<file path="src/include/cvd_pkg.sv">
// constants and types shared by the converter sequencer and its clock source
package cvd_pkg;

  // ----------------------------------------------------------------------
  // register indices (byte address is four times the index)
  // ----------------------------------------------------------------------
  localparam logic [9:0] MAIN_CTRL_IDX  = 10'h3F3;
  localparam logic [9:0] SENSE_CTRL_IDX = 10'h3F4;
  localparam logic [9:0] PRE_TIME_IDX   = 10'h3E8;
  localparam logic [9:0] ACQ_TIME_IDX   = 10'h3E9;
  localparam logic [9:0] CAP_SEL_IDX    = 10'h3EA;
  localparam logic [9:0] CLK_DIV_IDX    = 10'h3EB;
  localparam logic [9:0] STOP_CTRL_IDX  = 10'h3EC;
  localparam logic [9:0] RESULT_IDX     = 10'h3ED;
  localparam logic [9:0] PREV_IDX       = 10'h3EE;
  localparam logic [9:0] STATUS_IDX     = 10'h3EF;

  // ----------------------------------------------------------------------
  // field positions
  // ----------------------------------------------------------------------
  localparam int unsigned ON_BIT   = 7;
  localparam int unsigned CONTINUOUS_CONVERSION_BIT = 6;
  localparam int unsigned CS_BIT   = 4;
  localparam int unsigned FM_BIT   = 2;
  localparam int unsigned GO_BIT   = 0;
  localparam int unsigned PRECHARGE_POLARITY_BIT = 7;
  localparam int unsigned INVERTED_PRECHARGE_ENABLE_BIT = 6;
  localparam int unsigned GUARD_POLARITY_BIT = 5;
  localparam int unsigned DOUBLE_SAMPLE_ENABLE_BIT = 0;
  localparam int unsigned SOI_BIT  = 0;

  // ----------------------------------------------------------------------
  // reset values and counts
  // ----------------------------------------------------------------------
  localparam logic [7:0] MAIN_CTRL_RST  = 8'h00;
  localparam logic [7:0] SENSE_CTRL_RST = 8'h00;
  localparam logic [7:0] TIME_RST       = 8'h00;
  localparam logic [5:0] CAP_SEL_RST    = 6'h00;
  localparam logic [5:0] CLK_DIV_RST    = 6'h00;
  localparam logic [11:0] RESULT_RST    = 12'h000;
  // longest acquisition, in conversion-clock ticks, for a zero setting
  localparam logic [8:0] ACQ_MAX_TICKS  = 9'h100;
  // conversion phase length in conversion-clock ticks
  localparam logic [8:0] CONV_TICKS     = 9'h00E;

  typedef enum {SEQ_IDLE, SEQ_PRE, SEQ_ACQ, SEQ_CONV} seq_state_t;

endpackage

</file>
<file path="src/include/conv_clk_if.sv">
// conversion clock request and tick between sequencer and clock source
`timescale 1ns/1ps
interface conv_clk_if;
  logic       rc_select;
  logic [5:0] divider;
  logic       run;
  logic       tick;

  modport gen (input rc_select, input divider, input run, output tick);
  modport seq (output rc_select, output divider, output run, input tick);
endinterface

</file>
<file path="src/verilog/conv_clock_gen.sv">
// conversion clock tick source: dedicated oscillator or divided system clock
`timescale 1ns/1ps
module conv_clock_gen
  import cvd_pkg::*;
(
  input  wire logic clk,
  input  wire logic rst,
  input  wire logic ce,
  input  wire logic rc_clk_in,
  conv_clk_if.gen   cc
);

  logic [2:0] rc_sync;
  logic       rc_level;
  logic       rc_level_prev;
  logic [5:0] div_cnt;
  logic       div_tick;
  logic       rc_tick;

  // ----------------------------------------------------------------------
  // oscillator input crossing
  // ----------------------------------------------------------------------
  // a change is taken only once the second and third stages agree
  always_ff @(posedge clk)
  begin
    if (rst)
    begin
      rc_sync       <= 3'h0;
      rc_level      <= 1'b0;
      rc_level_prev <= 1'b0;
    end
    else if (ce)
    begin
      rc_sync       <= {rc_sync[1:0], rc_clk_in};
      rc_level      <= (rc_sync[2] == rc_sync[1]) ? rc_sync[2] : rc_level;
      rc_level_prev <= rc_level;
    end
  end

  assign rc_tick = rc_level & ~rc_level_prev;

  // ----------------------------------------------------------------------
  // system clock divider
  // ----------------------------------------------------------------------
  assign div_tick = (div_cnt == cc.divider);

  always_ff @(posedge clk)
  begin
    if (rst)
      div_cnt <= 6'h00;
    else if (ce)
      div_cnt <= (!cc.run || div_tick) ? 6'h00 : div_cnt + 6'h01;
  end

  assign cc.tick = cc.run & (cc.rc_select ? rc_tick : div_tick);

endmodule // conv_clock_gen

</file>
<file path="src/verilog/adc_cvd_guard_control.sv">
// converter sequencer with precharge, acquisition, guard outputs and APB registers
`timescale 1ns/1ps
module adc_cvd_guard_control
  import cvd_pkg::*;
(
  input  wire  logic        clk,
  input  wire  logic        rst,
  input  wire  logic        ce,
  input  wire  logic        psel,
  input  wire  logic        penable,
  input  wire  logic        pwrite,
  input  wire  logic [11:0] paddr,
  input  wire  logic [31:0] pwdata,
  output logic       [31:0] prdata,
  output logic              pready,
  output logic              pslverr,
  input  wire  logic        rc_clk_in,
  input  wire  logic [11:0] analog_result,
  input  wire  logic        threshold_flag,
  output logic              guard_out_a,
  output logic              guard_out_b,
  output logic              pin_drive_en,
  output logic              pin_drive_level,
  output logic              hold_tie_en,
  output logic              hold_tie_level,
  output logic              sample_connect,
  output logic              extra_cap_en,
  output logic       [5:0]  extra_cap_sel,
  output logic              converting,
  output logic              conversion_done,
  output logic              compute_start
);

  // ----------------------------------------------------------------------
  // helpers
  // ----------------------------------------------------------------------
  function automatic logic hit(input logic [11:0] a, input logic [9:0] idx);
    return a == {idx, 2'b00};
  endfunction

  function automatic logic [15:0] align(input logic [11:0] v, input logic right);
    return right ? {4'h0, v} : {v, 4'h0};
  endfunction

  // ----------------------------------------------------------------------
  // registers and state
  // ----------------------------------------------------------------------
  logic        on;
  logic        continuous_conversion;
  logic        cs;
  logic        fm;
  logic        go;
  logic        precharge_polarity;
  logic        inverted_precharge_enable;
  logic        guard_polarity;
  logic        double_sample_enable;
  logic        stop_on_threshold;
  logic [7:0]  precharge_time;
  logic [7:0]  acquisition_time;
  logic [5:0]  extra_hold_cap_select;
  logic [5:0]  clock_divider_select;
  logic [11:0] result_value;
  logic [11:0] previous_result;
  seq_state_t  state;
  logic [8:0]  cnt;
  logic        second;

  conv_clk_if cc ();

  conv_clock_gen u_clk (
    .clk       (clk),
    .rst       (rst),
    .ce        (ce),
    .rc_clk_in (rc_clk_in),
    .cc        (cc)
  );

  // ----------------------------------------------------------------------
  // bus decode
  // ----------------------------------------------------------------------
  wire hit_main   = hit(paddr, MAIN_CTRL_IDX);
  wire hit_sense  = hit(paddr, SENSE_CTRL_IDX);
  wire hit_pre    = hit(paddr, PRE_TIME_IDX);
  wire hit_acq    = hit(paddr, ACQ_TIME_IDX);
  wire hit_cap    = hit(paddr, CAP_SEL_IDX);
  wire hit_div    = hit(paddr, CLK_DIV_IDX);
  wire hit_stop   = hit(paddr, STOP_CTRL_IDX);
  wire hit_res    = hit(paddr, RESULT_IDX);
  wire hit_prev   = hit(paddr, PREV_IDX);
  wire hit_stat   = hit(paddr, STATUS_IDX);
  wire hit_any    = hit_main | hit_sense | hit_pre | hit_acq | hit_cap | hit_div
                  | hit_stop | hit_res | hit_prev | hit_stat;
  wire wr_en      = psel & penable & pwrite & ce;
  wire rd_setup   = psel & ~penable & ~pwrite;
  wire wr_main    = wr_en & hit_main;
  wire wr_sense   = wr_en & hit_sense;

  // always ready; read data is latched in the setup cycle
  assign pready  = 1'b1;
  assign pslverr = psel & penable & ~hit_any;

  wire [7:0] main_rd = {on, continuous_conversion, 1'b0, cs, 1'b0, fm, 1'b0, go};
  wire [7:0] sense_rd = {precharge_polarity, inverted_precharge_enable, guard_polarity, 4'h0, double_sample_enable};
  wire [31:0] rd_mux =
      hit_main  ? {24'h0, main_rd} :
      hit_sense ? {24'h0, sense_rd} :
      hit_pre   ? {24'h0, precharge_time} :
      hit_acq   ? {24'h0, acquisition_time} :
      hit_cap   ? {26'h0, extra_hold_cap_select} :
      hit_div   ? {26'h0, clock_divider_select} :
      hit_stop  ? {31'h0, stop_on_threshold} :
      hit_res   ? {16'h0, align(result_value, fm)} :
      hit_prev  ? {16'h0, align(previous_result, fm)} :
      hit_stat  ? {29'h0, second, (state != SEQ_IDLE), converting} :
      32'h0;

  always_ff @(posedge clk)
  begin
    if (rst)
      prdata <= 32'h0;
    else if (ce && rd_setup)
      prdata <= rd_mux;
  end

  // ----------------------------------------------------------------------
  // start bit control
  // ----------------------------------------------------------------------
  wire next_on     = wr_main ? pwdata[ON_BIT] : on;
  wire sw_go_set   = wr_main & pwdata[GO_BIT] & pwdata[ON_BIT];
  wire sw_go_clr   = wr_main & ~pwdata[GO_BIT];
  wire stop_req    = (sw_go_clr & ~sw_go_set) | ~next_on;
  wire phase_end   = cc.tick && (cnt == 9'h001);
  wire running     = (state != SEQ_IDLE);
  wire seq_start   = (state == SEQ_IDLE) && go && !stop_req;
  wire conv_complete = (state == SEQ_CONV) && phase_end && !stop_req;
  wire abort       = running && sw_go_clr && !sw_go_set && next_on;
  wire thr_stop    = stop_on_threshold & threshold_flag;
  wire hw_go_clr   = conv_complete & (~continuous_conversion | thr_stop);
  // a software set in the same cycle as a hardware clear wins
  wire next_go     = sw_go_set ? 1'b1 : (stop_req | hw_go_clr) ? 1'b0 : go;

  // ----------------------------------------------------------------------
  // register writes
  // ----------------------------------------------------------------------
  always_ff @(posedge clk)
  begin
    if (rst)
    begin
      {on, continuous_conversion, cs, fm} <= {MAIN_CTRL_RST[ON_BIT], MAIN_CTRL_RST[CONTINUOUS_CONVERSION_BIT],
                             MAIN_CTRL_RST[CS_BIT], MAIN_CTRL_RST[FM_BIT]};
      go   <= MAIN_CTRL_RST[GO_BIT];
      {precharge_polarity, inverted_precharge_enable, guard_polarity, double_sample_enable} <= {SENSE_CTRL_RST[PRECHARGE_POLARITY_BIT], SENSE_CTRL_RST[INVERTED_PRECHARGE_ENABLE_BIT],
                                   SENSE_CTRL_RST[GUARD_POLARITY_BIT], SENSE_CTRL_RST[DOUBLE_SAMPLE_ENABLE_BIT]};
      stop_on_threshold                   <= 1'b0;
      precharge_time        <= TIME_RST;
      acquisition_time      <= TIME_RST;
      extra_hold_cap_select <= CAP_SEL_RST;
      clock_divider_select  <= CLK_DIV_RST;
    end
    else if (ce)
    begin
      go <= next_go;
      if (wr_main)
      begin
        on   <= pwdata[ON_BIT];
        continuous_conversion <= pwdata[CONTINUOUS_CONVERSION_BIT];
        cs   <= pwdata[CS_BIT];
        fm   <= pwdata[FM_BIT];
      end
      if (wr_sense)
      begin
        precharge_polarity <= pwdata[PRECHARGE_POLARITY_BIT];
        inverted_precharge_enable <= pwdata[INVERTED_PRECHARGE_ENABLE_BIT];
        guard_polarity <= pwdata[GUARD_POLARITY_BIT];
        double_sample_enable <= pwdata[DOUBLE_SAMPLE_ENABLE_BIT];
      end
      if (wr_en && hit_stop)
        stop_on_threshold <= pwdata[SOI_BIT];
      if (wr_en && hit_pre)
        precharge_time <= pwdata[7:0];
      if (wr_en && hit_acq)
        acquisition_time <= pwdata[7:0];
      if (wr_en && hit_cap)
        extra_hold_cap_select <= pwdata[5:0];
      if (wr_en && hit_div)
        clock_divider_select <= pwdata[5:0];
    end
  end

  // ----------------------------------------------------------------------
  // conversion clock selection
  // ----------------------------------------------------------------------
  assign cc.rc_select = cs;
  assign cc.divider   = clock_divider_select;
  assign cc.run       = running;

  // ----------------------------------------------------------------------
  // sequencer
  // ----------------------------------------------------------------------
  // second member of an inverted pair flips precharge and guard levels
  wire invert      = double_sample_enable & inverted_precharge_enable & second;
  wire base_lvl    = guard_polarity ^ invert;
  wire pre_nz      = (precharge_time != 8'h00);
  wire acq_nz      = (acquisition_time != 8'h00);
  wire [8:0] acq_load = acq_nz ? {1'b0, acquisition_time} : ACQ_MAX_TICKS;
  wire pre_to_acq  = (state == SEQ_PRE) && phase_end && !stop_req;
  wire acq_to_conv = (state == SEQ_ACQ) && phase_end && !stop_req;

  always_ff @(posedge clk)
  begin
    if (rst)
    begin
      state           <= SEQ_IDLE;
      cnt             <= 9'h000;
      second          <= 1'b0;
      guard_out_a     <= 1'b0;
      guard_out_b     <= 1'b0;
      result_value    <= RESULT_RST;
      previous_result <= RESULT_RST;
    end
    else if (ce)
    begin
      if (!next_on)
      begin
        state       <= SEQ_IDLE;
        second      <= 1'b0;
        guard_out_a <= 1'b0;
        guard_out_b <= 1'b0;
      end
      else if (abort)
      begin
        state        <= SEQ_IDLE;
        second       <= 1'b0;
        result_value <= analog_result;
      end
      else if (seq_start)
      begin
        previous_result <= result_value;
        guard_out_b     <= base_lvl;
        if (pre_nz)
        begin
          state       <= SEQ_PRE;
          cnt         <= {1'b0, precharge_time};
          guard_out_a <= base_lvl;
        end
        else if (acq_nz)
        begin
          state       <= SEQ_ACQ;
          cnt         <= {1'b0, acquisition_time};
          guard_out_a <= ~base_lvl;
        end
        else
        begin
          // no hardware acquisition timing when precharge and acquisition times are both zero
          state       <= SEQ_CONV;
          cnt         <= CONV_TICKS;
          guard_out_a <= ~base_lvl;
        end
      end
      else if (pre_to_acq)
      begin
        state       <= SEQ_ACQ;
        cnt         <= acq_load;
        guard_out_a <= ~guard_out_a;
      end
      else if (acq_to_conv)
      begin
        state <= SEQ_CONV;
        cnt   <= CONV_TICKS;
      end
      else if (conv_complete)
      begin
        state        <= SEQ_IDLE;
        result_value <= analog_result;
        second       <= double_sample_enable & ~second;
      end
      else if (running && cc.tick)
        cnt <= cnt - 9'h001;
    end
  end

  // ----------------------------------------------------------------------
  // analog switch controls
  // ----------------------------------------------------------------------
  wire in_pre = (state == SEQ_PRE);
  assign pin_drive_en    = in_pre;
  assign pin_drive_level = in_pre & (precharge_polarity ^ invert);
  assign hold_tie_en     = in_pre;
  assign hold_tie_level  = in_pre & ~(precharge_polarity ^ invert);
  assign sample_connect  = (state == SEQ_ACQ);
  // extra capacitance only while sampling, never during conversion
  assign extra_cap_en    = (state == SEQ_ACQ);
  assign extra_cap_sel   = extra_cap_en ? extra_hold_cap_select : 6'h00;
  assign converting      = (state == SEQ_CONV);
  assign conversion_done = conv_complete;
  assign compute_start   = conv_complete & (~double_sample_enable | second);
endmodule // adc_cvd_guard_control

</file>
<file path="config.mk">
export PLATFORM = sky130hd
export DESIGN_NAME = adc_cvd_guard_control
export DESIGN_NICKNAME = d
export VERILOG_FILES = /design/src/include/cvd_pkg.sv /design/src/include/conv_clk_if.sv /design/src/verilog/conv_clock_gen.sv /design/src/verilog/adc_cvd_guard_control.sv
export SDC_FILE = /design/constraint.sdc
export NUM_CORES = 1
export LEC_CHECK = 0
export ABC_CLOCK_PERIOD_IN_PS = 8300
export BUFFER_PORTS_ARGS = -buffer_cell sky130_fd_sc_hd__buf_4
export CORE_MARGIN = 5
export CORE_UTILIZATION = 50
export CTS_BUF_LIST = sky130_fd_sc_hd__clkbuf_16
export DETAILED_ROUTE_END_ITERATION = 6
export PLACE_DENSITY_LB_ADDON = 0.25
export RECOVER_POWER = 50
export SLEW_MARGIN = 20
export SYNTH_ARGS = -nofsm -noshare
export SYNTH_HDL_FRONTEND = slang
export SYNTH_HIERARCHICAL = 1
export SYNTH_SLANG_ARGS = --single-unit
</file>
<file path="constraint.sdc">
create_clock -name clk -period 8.3 [get_ports clk]
set_clock_uncertainty 0.05 [all_clocks]
set_input_delay 0 -clock clk [delete_from_list [all_inputs] [get_ports clk]]
set_output_delay 0 -clock clk [all_outputs]
set_load 0.05 [all_outputs]
</file>
======== Word-level counts from Yosys, hierarchy flattened ========
Cells that the tools add are included.
W data, S select, Z words.
storage, ports and cells
  register bits after elaboration ......... 149
  output and inout bits ................... 51
  word-level logic and storage cells ...... 206
  input port bits ......................... 64
cells by class
  equality and inequality tests ........... 28
  reduce and logical (&&, ||, !) cells .... 46
  $add $sub $neg .......................... 2
  muxes and demuxes ....................... 53
  bitwise gates (word level) .............. 51
operators by type and width
  kind                    number
  $mux W32                6
  $mux W16                11
  $eq A12 B12 Y1 const B  10
  $eq A32 B3 Y1 const B   2
  $mux W12                5
  $mux W9                 6
  $eq A32 B2 Y1 const B   1
  $logic_not A32 Y1       1
  $reduce_bool A32 Y1     1
  $and A1 B1 Y1           22
  $reduce_and A2 Y1       10
  $logic_and A1 B1 Y1     19
  $mux W1                 19
  $mux W8                 2
  $reduce_bool A8 Y1      2
  $not A1 Y1              14
  $or A1 B1 Y1            13
  $mux W6                 2
  $reduce_and A5 Y1       2
  $eq A9 B1 Y1 const B    1
  $sub A9 B1 Y9 const B   1
  $add A6 B1 Y6 const B   1
  $eq A6 B6 Y1            1
  $ne A2 B2 Y1 const B    3
  other kinds (17)        25

======== Logic depth before layout (Yosys ltp) ========
Gate-level depths: netlist (run 1).
  depth in word-level cells ............... 17
  mapped depth ............................ 13
  gate-level depth less buffers ........... 12

======== Hierarchy ========
Netlist (run 1), hierarchy kept.
by module, submodules not included
  module                 times used  cells an instance  sequential area each (µm²)  area an instance (µm²)
  adc_cvd_guard_control  1           622                1841.8                      5062.4
  conv_clock_gen         1           60                 220.2                       549.3

======== Least setup slack after synthesis (run 1) ========
No wires, ideal clock.
  path kind ............................... flip-flop to flip-flop
  from .................................... register u_clk.div_cnt[2]
  to ...................................... register cnt[3]
  stages on the path, launching flop included .. 13
  arrival time ............................ 2825 ps
  slack ................................... 5288 ps
  data required time ...................... 8114 ps
  period minus slack after synthesis ...... 3012 ps
  library setup time ...................... 136 ps
  path buffers ............................ 0
  cells stage by stage .................... dfxtp_1 -> xor2_1 -> nor4_2 -> nand3_1 -> o31ai_1 -> and2_1 -> nand4b_1 -> nor2_1 -> o21ai_1 -> inv_1 -> o21ai_1 -> a31oi_1 -> a211oi_1
on the way
  elaborated cells on any way between the ends .. 17
  those cells by class .................... eq/ne: 2; mux: 4; bitwise: 1; reduce/logical: 10
RTL lines
  item                              line                          source
  start, declared                   conv_clock_gen.sv:16          logic [5:0] div_cnt;
  start signal, assigned            conv_clock_gen.sv:52          div_cnt <= (!cc.run || div_tick) ? 6'h00 : div_cnt + 6'h01;
  $eq A6 B6 Y1                      conv_clock_gen.sv:45          assign div_tick = (div_cnt == cc.divider);
  $mux W1                           conv_clock_gen.sv:55          assign cc.tick = cc.run & (cc.rc_select ? rc_tick : div_tick);
  $and A1 B1 Y1                     conv_clock_gen.sv:55
  via cc.tick                       conv_clk_if.sv:7              logic tick;
  $logic_and A1 B1 Y1               adc_cvd_guard_control.sv:132  wire phase_end = cc.tick && (cnt == 9'h001);
  $logic_and A1 B1 Y1 (2 in a row)  adc_cvd_guard_control.sv:135  wire conv_complete = (state == SEQ_CONV) && phase_end && !stop_req;
  via conversion_done               adc_cvd_guard_control.sv:30   output logic conversion_done,
  $ne A4 B2 Y1 (no line)            -
  $reduce_and A5 Y1 (no line)       -
  end signal, assigned              adc_cvd_guard_control.sv:243  cnt <= {1'b0, precharge_time};
  end signal, assigned              adc_cvd_guard_control.sv:249  cnt <= {1'b0, acquisition_time};
  end signal, assigned              adc_cvd_guard_control.sv:263  cnt <= acq_load;
  end, declared                     adc_cvd_guard_control.sv:65   logic [8:0] cnt;
The timed path passes the listed nets, and every way through them passes these cells.
A chain may end at the register's enable or synchronous reset.

======== Worst setup path in the final report (run 1) ========
  from .................................... input ce
  to ...................................... register cnt[4]
on the way
  cells in the longest elaborated chain, start to end .. 12
  elaborated cells on any way between the ends .. 26
  those cells by class .................... eq/ne: 1; mux: 4; bitwise: 10; reduce/logical: 11
ends and longest elaborated chain
  item                                                                        line                          source
  start, declared                                                             adc_cvd_guard_control.sv:8    input wire logic ce,
  parallel branches: the longest is 12 deep, another holds $reduce_and A5 Y1  -
  end signal, assigned                                                        adc_cvd_guard_control.sv:243
  end signal, assigned                                                        adc_cvd_guard_control.sv:263
  end signal, assigned                                                        adc_cvd_guard_control.sv:278  cnt <= cnt - 9'h001;
Several ways; the timed one is not identified.

==> results of run 1 <==
## layer usage
| layer | share of wire | GRT usage | up-vias | wire length [um] |
|---|---|---|---|---|
| met5 | 0 | 0 | - | 0 |
| met4 | 0.028 | 0.0928 | 0 | 473 |
| met3 | 0.072 | 0.0627 | 45 | 1210 |
| met2 | 0.48 | 0.430 | 240 | 8020 |
| met1 | 0.42 | 0.317 | 2582 | 6970 |
| li1 | - | - | 2566 | - |
## worst min-delay path by stage
stage,start,to,slack (ns),depth (start not counted)
3_5_place_dp,analog_result[11],result_value[11]$_SDFFE_PP0P_,0.19,3
3_3_place_gp,analog_result[6],result_value[6]$_SDFFE_PP0P_,0.18,3
5_1_grt,pwrite,prdata[2]$_SDFFE_PP0P_,0.09,4
2_1_floorplan,pwdata[1],extra_hold_cap_select[1]$_SDFFE_PP0P_,0.09,2
4_1_cts,pwrite,prdata[2]$_SDFFE_PP0P_,0.07,4
6_report,pwrite,prdata[3]$_SDFFE_PP0P_,0.1,4
## repair_timing
action | 4_1_cts | 5_1_grt
gates resized for setup | 0 | 0
hold endpoints to repair | 50 | 0
hold buffers | 22 | 0
## through the flow
step	hold slack, ns	std cells	instance area (um^2)	worst slack [ns]	total power, mW
6_report	0.0957	897	6530	4.03	0.982
5_1_grt	0.0926	897	6530	3.68	1.02
4_1_cts	0.0737	897	6640	4.65	0.990
3_5_place_dp	0.192	860	6150	4.68	0.586
3_3_place_gp	0.184	860	6150	4.75	0.584
2_1_floorplan	0.0860	697	5670	5.29	0.562
## area by class of cell
class | count | area (um^2) | share of cell area
inverter | 15 | 56.3 | 0.00862
timing repair buffer | 102 | 716 | 0.110
clock inverter | 6 | 45.0 | 0.00690
multi-input combinational | 522 | 3250 | 0.498
tap | 140 | 175 | 0.0268
sequential | 103 | 2060 | 0.316
clock buffer | 9 | 225 | 0.0345
## state kept, by name, indices dropped and copies added (netlist names), 2 cells and up
register	cells
acquisition_time	8
cc.divider	6
cnt	9
extra_hold_cap_select	6
prdata	16
precharge_time	8
previous_result	12
result_value	12
state	2
u_clk/div_cnt	6
u_clk/rc_sync	3
## power by group through the flow
stage                     Clock, mW  Combinational [mW]  Sequential, mW
final                         0.400              0.0840           0.497
after global placement            0              0.0756           0.509
after floorplan                   0              0.0505           0.512
after detailed placement          0              0.0767           0.509
after global routing          0.434              0.0895           0.498
after CTS                     0.407              0.0851           0.497
## synth_stat cells (4+ instances only)
library cell  count  area share
a22oi_1          11       0.015
a311oi_1          4      0.0062
nor4_1            7      0.0078
dfxtp_1         103        0.37
or2_2             5      0.0056
nor2_1          109       0.073
a31oi_1           8      0.0089
clkbuf_1         31       0.021
xor2_1           10       0.016
a221oi_1         10       0.016
nand3_1          22       0.020
a211oi_1         14       0.019
buf_2             4      0.0036
mux2i_1          59        0.11
xnor2_1           6      0.0094
buf_4            20       0.027
a21oi_1          46       0.041
nand4_1           5      0.0056
or3_1            10       0.011
nand3b_1          5      0.0067
and3_1            6      0.0067
or4_1             6      0.0080
nor3_1           11      0.0098
mux2_2            8       0.016
nand2_1          48       0.032
and2_1            9       0.010
o21ai_0          22       0.020
inv_1            15       0.010
## critical path, cell delays in order
cell and delay, ns:
dlygate4sd3_1 0.52, clkbuf_1 0.88, nand2_1 0.20, nor2_1 0.17
clkbuf_1 0.61, a21boi_0 0.45, o21ai_1 0.50, inv_1 0.21
o21ai_1 0.50, a21oi_1 0.13, a311oi_1 0.28
## logic make-up (layout without fill, tap and decap cells)
family | Yosys count | after routing | share of synthesized area
AOI/OAI and AO/OA | 156 | 156 | 0.187
xor gates and xnor gates | 16 | 16 | 0.0250
adders and majority gates | 3 | 3 | 0.00669
buffers and inverters | 72 | 132 | 0.0638
DFF | 103 | 103 | 0.367
muxes | 67 | 67 | 0.121
other | 2 | 17 | 0.00134
and+or+nand+nor | 263 | 263 | 0.228
==> qor.yml, run 1 <==
drtIter0Drc: 572
fin_crit_ns: 4.27
ys.flop_type: "dfxtp_1"
htreeDepth: 3
cts_made_buffers: 9
slew_headroom: 0.198
synth-seq-cells: 103
via_per_inst: 6.06
synth_area_um2: 5610
setup-tns-final_ns: 0
track_usage: 0.255
cp-endpoint: "cnt[4]$_SDFFE_PP0P_"
grt_max_degree: 103
ir_drop_uv: 181
drc: 0
status: "completed"
cts-root-buf: "clkbuf_16"
yosysUniqueCellTypes: 71
seq_area_frac_synth: 0.367
layout_common_cells: "nor2_1, dfxtp_1, mux2i_1"
crit_required_ns: 8.50
hold_class: "in2reg"
drive_gt1_frac: 0.120
async_flop_share: 0
pwr-share-clk: 0.408
fillers: 1023
io_buffers: 73
clk_pin_slew_ns: 0.07
fin_util: 0.597
die_y_um: 116
reg2reg_from: "state[1]$_SDFFE_PP0P_"
timing.final.crit_share: 0.514
reg2reg_slack_ns: 4.65
switching_share: 0.261
wl_per_cell_um: 18.6
die_area_um2: 13400
fp.dieW_um: 116
syn_inst: 682
rows: 38
antenna_cells: 0
worstRegToRegCells: 12
nNetsFinal: 820
placeableCoreArea_um2: 10900
grt_pass1_wl_mm: 26.9
route.vias.total: 5433
clockBufferDepth: 2
synth-edff-count: 0
setup_viol: 0
antenna_left: 0
cp_max_fo: 23
gp_congestion: 0.910
clk_latency_ns: 0.36
fmax_ghz: 0.234
ys_warn_count: 6
startpoint: "ce"
final_common_cell: "nor2_1"
antenna_found_initial: 0
area_growth_pct: 16.3
leakage_nw: 2.39
power.internal_mw: 0.726
power_switching_mw: 0.256
p_seq_frac: 0.507
critPathLaunchType: "input pin"
drtPass1Iterations: 5
grt_pass1_vias: 5264
initial_core_util: 0.513
tightest_slew_ns: 1.20
grt_overflow_total: 0
power_density_nw_per_um2: 150
pwr-share-comb: 0.086
rsz0062_at_grt: "false"
drt_wl_total_mm: 16.7
dp_hpwl_mm: 11.9
cts_tree: "built"
maxSlewViolCount: 0
post-cts-setup-buffer-count: 0
hold_violations: 0
io_pins: 115
maxCapViolCount: 0
crit_type: "in2reg"
r2r-end: "result_value[11]$_SDFFE_PP0P_"
syn_avg_cell_area_um2: 8.23
clock_sinks: 103
cp_data_arrival_time_ns: 4.47
end_kind: "register"
Note: power is estimated with default switching activity, not from simulation.
==> inputs of run 2 (changes only) <==
--- a/config.mk
+++ b/config.mk
@@ -5,7 +5,8 @@
 export SDC_FILE = /design/constraint.sdc
 export NUM_CORES = 1
 export LEC_CHECK = 0
-export ABC_CLOCK_PERIOD_IN_PS = 8300
+export ABC_AREA = 1
+export ABC_CLOCK_PERIOD_IN_PS = 4400
 export BUFFER_PORTS_ARGS = -buffer_cell sky130_fd_sc_hd__buf_4
 export CORE_MARGIN = 5
 export CORE_UTILIZATION = 50
==> constraint.sdc (replaced) <==
create_clock -name clk -period 4.4 [get_ports clk]
set_clock_uncertainty 0.05 [all_clocks]
set_input_delay 0 -clock clk [delete_from_list [all_inputs] [get_ports clk]]
set_output_delay 0 -clock clk [all_outputs]
set_load 0.05 [all_outputs]
==> qor.yml, run 2 <==
track_usage: 0.230  # -0.0253
largest_reg_flops: 16  # unchanged
via_per_inst: 5.48  # -9.5%
fp.dieW_um: 119  # +2.5%
syn_inst: 871  # +28%
area_growth_pct: 14.1
ys.flop_type: "dfxtp_1"
synth_area_leader_cell: "dfxtp_1"
antenna_left: 0  # unchanged
maxCapViolCount: 0  # unchanged
syn_avg_cell_area_um2: 6.80  # -17%
worstRegToRegCells: 16  # +4
htreeDepth: 3  # unchanged
gp_congestion: 0.962  # +5.6%
ys_warn_count: 6  # unchanged
async_flop_share: 0  # unchanged
route.vias.total: 5975  # +10%
clock_sinks: 103  # unchanged
drive_gt1_frac: 0.106  # -0.0146
fin_area_um2: 6760  # +3.6%
power.internal_mw: 1.37  # +89%
whs_path_depth: 3  # -1
crit_required_ns: 4.59  # -3.91 ns
cp_max_fo: 25  # +8.7%
slew_headroom: 0.238  # +0.0397
clockBufferDepth: 2  # unchanged
synth-seq-cells: 103  # unchanged
die_y_um: 119  # +2.5%
path_depth: 11  # unchanged
routed-wl-met2_mm: 7.51  # -6.4%
largest_register: "prdata"
fillers: 1155  # +13%
pwr-share-clk: 0.407  # about the same
p_seq_frac: 0.505  # -0.002
timing.final.crit_share: 0.756
synthTopCellsByArea: "dfxtp_1, nand2_1, nor2_1"
crit_type: "in2reg"
synth_commonest_cells: "nand2_1, nor2_1, dfxtp_1"
crit_family: "simple AND/OR/NAND/NOR gates"
die_area_um2: 14100  # +5.1%
yosysMostFrequentCell: "nand2_1"
fin_crit_ns: 3.33
yosysUniqueCellTypes: 48  # -32%
grt_pass1_vias: 5135  # -2.5%
post-cts-setup-buffer-count: 0  # unchanged
dp_hpwl_mm: 12.4  # +4.3%
grt_max_degree: 57  # -45%
cts_tree: "built"
leakage_nw: 2.74  # +15%
fmax_ghz: 0.301
worstPathCellList: "dlygate4sd3_1 -> buf_4 -> nand2_1 -> nor3_1 -> nand4_2 -> nand2_4 -> nand2_2 -> nor2_2 -> inv_2 -> o21ai_0 -> a21oi_1"
drc: 0  # unchanged
setup_viol: 0  # unchanged
critPathLaunchType: "input pin"
end_kind: "register"
cts_made_buffers: 9  # unchanged
clk_latency_ns: 0.35  # about the same
crit_slowest_cell: "nor3_1"
final_common_cell: "nand2_1"
ir_drop_uv: 174  # -3.9%
power_switching_mw: 0.489  # +91%
drtIter0Drc: 692  # +21%
placeableCoreArea_um2: 11500  # +5.3%
seq_area_frac_synth: 0.348  # -0.0195
synth_top_area_frac: 0.348  # -0.0195
hold_violations: 0  # unchanged
tightest_slew_ns: 1.13  # -0.0683 ns
pwr-share-comb: 0.088  # +0.002
maxSlewViolCount: 0  # unchanged
hold_class: "in2reg"
drt_wl_total_mm: 16.7  # +0.11%
antenna_found_initial: 0  # unchanged
largest_registers: "prdata: 16 flops, previous_result: 12 flops, result_value: 12 flops"
drtPass1Iterations: 5  # unchanged
rsz0062_at_grt: "false"
initial_core_util: 0.515  # +0.00140
setup-tns-final_ns: 0  # unchanged
synth-edff-count: 0  # unchanged
status: "completed"
layout_common_cells: "nand2_1, nor2_1, dfxtp_1"
top_layer: "met4"
crit_buf_inv: 3  # -1
max_stage_delay_ns: 0.87  # about the same
grt_pass1_wl_mm: 26.5  # -1.4%
clk_pin_slew_ns: 0.08  # about the same
postPlaceCellArea_um2: 6430  # +4.6%
wl_met3_mm: 1.17  # -3.2%
io_buffers: 73  # unchanged
io_pins: 115  # unchanged
wl_per_cell_um: 15.3  # -18%
antenna_cells: 0  # unchanged
rows: 39  # +2.6%
wl_met1_mm: 7.72  # +11%
cts-root-buf: "clkbuf_16"
grt_overflow_total: 0  # unchanged
power_density_nw_per_um2: 275  # +83%
nNetsFinal: 1009  # +23%
cp_data_arrival_time_ns: 3.52  # -0.95 ns
switching_share: 0.263  # +0.00233
synth_area_um2: 5930  # +5.6%
run 2: changes by cell type after synthesis, moves of 10 or more:
cell and change:
nand2_1 +107, o21ai_0 +39, a21oi_1 +28, a211oi_1 +18, nor2_1 +21, clkbuf_1 -16
inv_1 +76, nor2_2 +10, or3_1 -10, nand4_1 +14, mux2i_1 -47, nand3_1 +11
a22oi_1 -11
run 2: worst paths after layout:
kind | startpoint | to | slack (ns)
setup / recovery | ce | previous_result[3]$_SDFFE_PP0P_ | 1.07
hold / removal | pwdata[4] | precharge_time[4]$_SDFFE_PP0P_ | 0.01
hold reg to reg | guard_out_b$_SDFFE_PP0P_ | guard_out_b$_SDFFE_PP0P_ | 0.41
setup reg to reg | u_clk/div_cnt[1]$_SDFFE_PP0P_ | cnt[5]$_SDFFE_PP0P_ | 1.36
run 2: tightest hold or removal path, cell delays in order:
cell and delay, ns:
buf_4 0.10, inv_1 0.17, a211oi_1 0.10
run 2: logic make-up (layout without fill, tap and decap cells):
logic type	after synthesis	after routing	share of synthesized area
AND/OR/NAND/NOR	386	386	0.292
buffers and inverters	150	211	0.112
AO/OA/AOI/OAI	202	202	0.201
multiplexers	12	12	0.0203
flip-flops	103	103	0.348
other	2	17	0.00127
XOR/XNOR	13	13	0.0192
adder cells (fa/ha/maj)	3	3	0.00634
run 2: layout make-up:
cell class                 instances  area, um^2  area share
multi-input combinational        633        3230       0.477
inverter                         100         375      0.0555
tap                              143         179      0.0265
clock buffer                       9         225      0.0333
sequential                       103        2060       0.305
timing repair buffer              95         646      0.0955
clock inverter                     7        47.5     0.00703
run 2: metrics by stage:
| stage | utilization | instances | total power, mW | hold WS, ns | setup WS [ns] |
|---|---|---|---|---|---|
| 6_report | 0.587 | 1090 | 1.86 | 0.0135 | 1.07 |
| 2_1_floorplan | - | 886 | 1.07 | 0.0191 | 1.43 |
| 3_3_place_gp | 0.558 | 1053 | 1.11 | 0.174 | 1.40 |
| 3_5_place_dp | 0.558 | 1053 | 1.11 | 0.175 | 1.44 |
| 4_1_cts | 0.600 | 1090 | 1.88 | 0.0106 | 1.41 |
| 5_1_grt | 0.587 | 1090 | 1.92 | 0.0140 | 0.608 |
run 2: what timing repair did:
action,4_1_cts,5_1_grt
endpoints found under the setup margin,0,0
resized for setup,0,0
hold buffers,21,0
hold endpoints to repair,41,0
run 2: metal layers:
metal  vias to the layer above  GRT usage
met5                         -          0
met4                         0     0.0500
met3                        21     0.0398
met2                       233      0.364
met1                      2709      0.329
li1                       3012          -
run 2: power groups by stage:
| stage | clock [mW] | sequential (mW) | combinational [mW] |
|---|---|---|---|
| after global routing | 0.803 | 0.940 | 0.175 |
| after CTS | 0.769 | 0.940 | 0.166 |
| after global placement | 0 | 0.962 | 0.151 |
| after detailed placement | 0 | 0.962 | 0.152 |
| after floorplan | 0 | 0.967 | 0.105 |
| final | 0.757 | 0.940 | 0.163 |
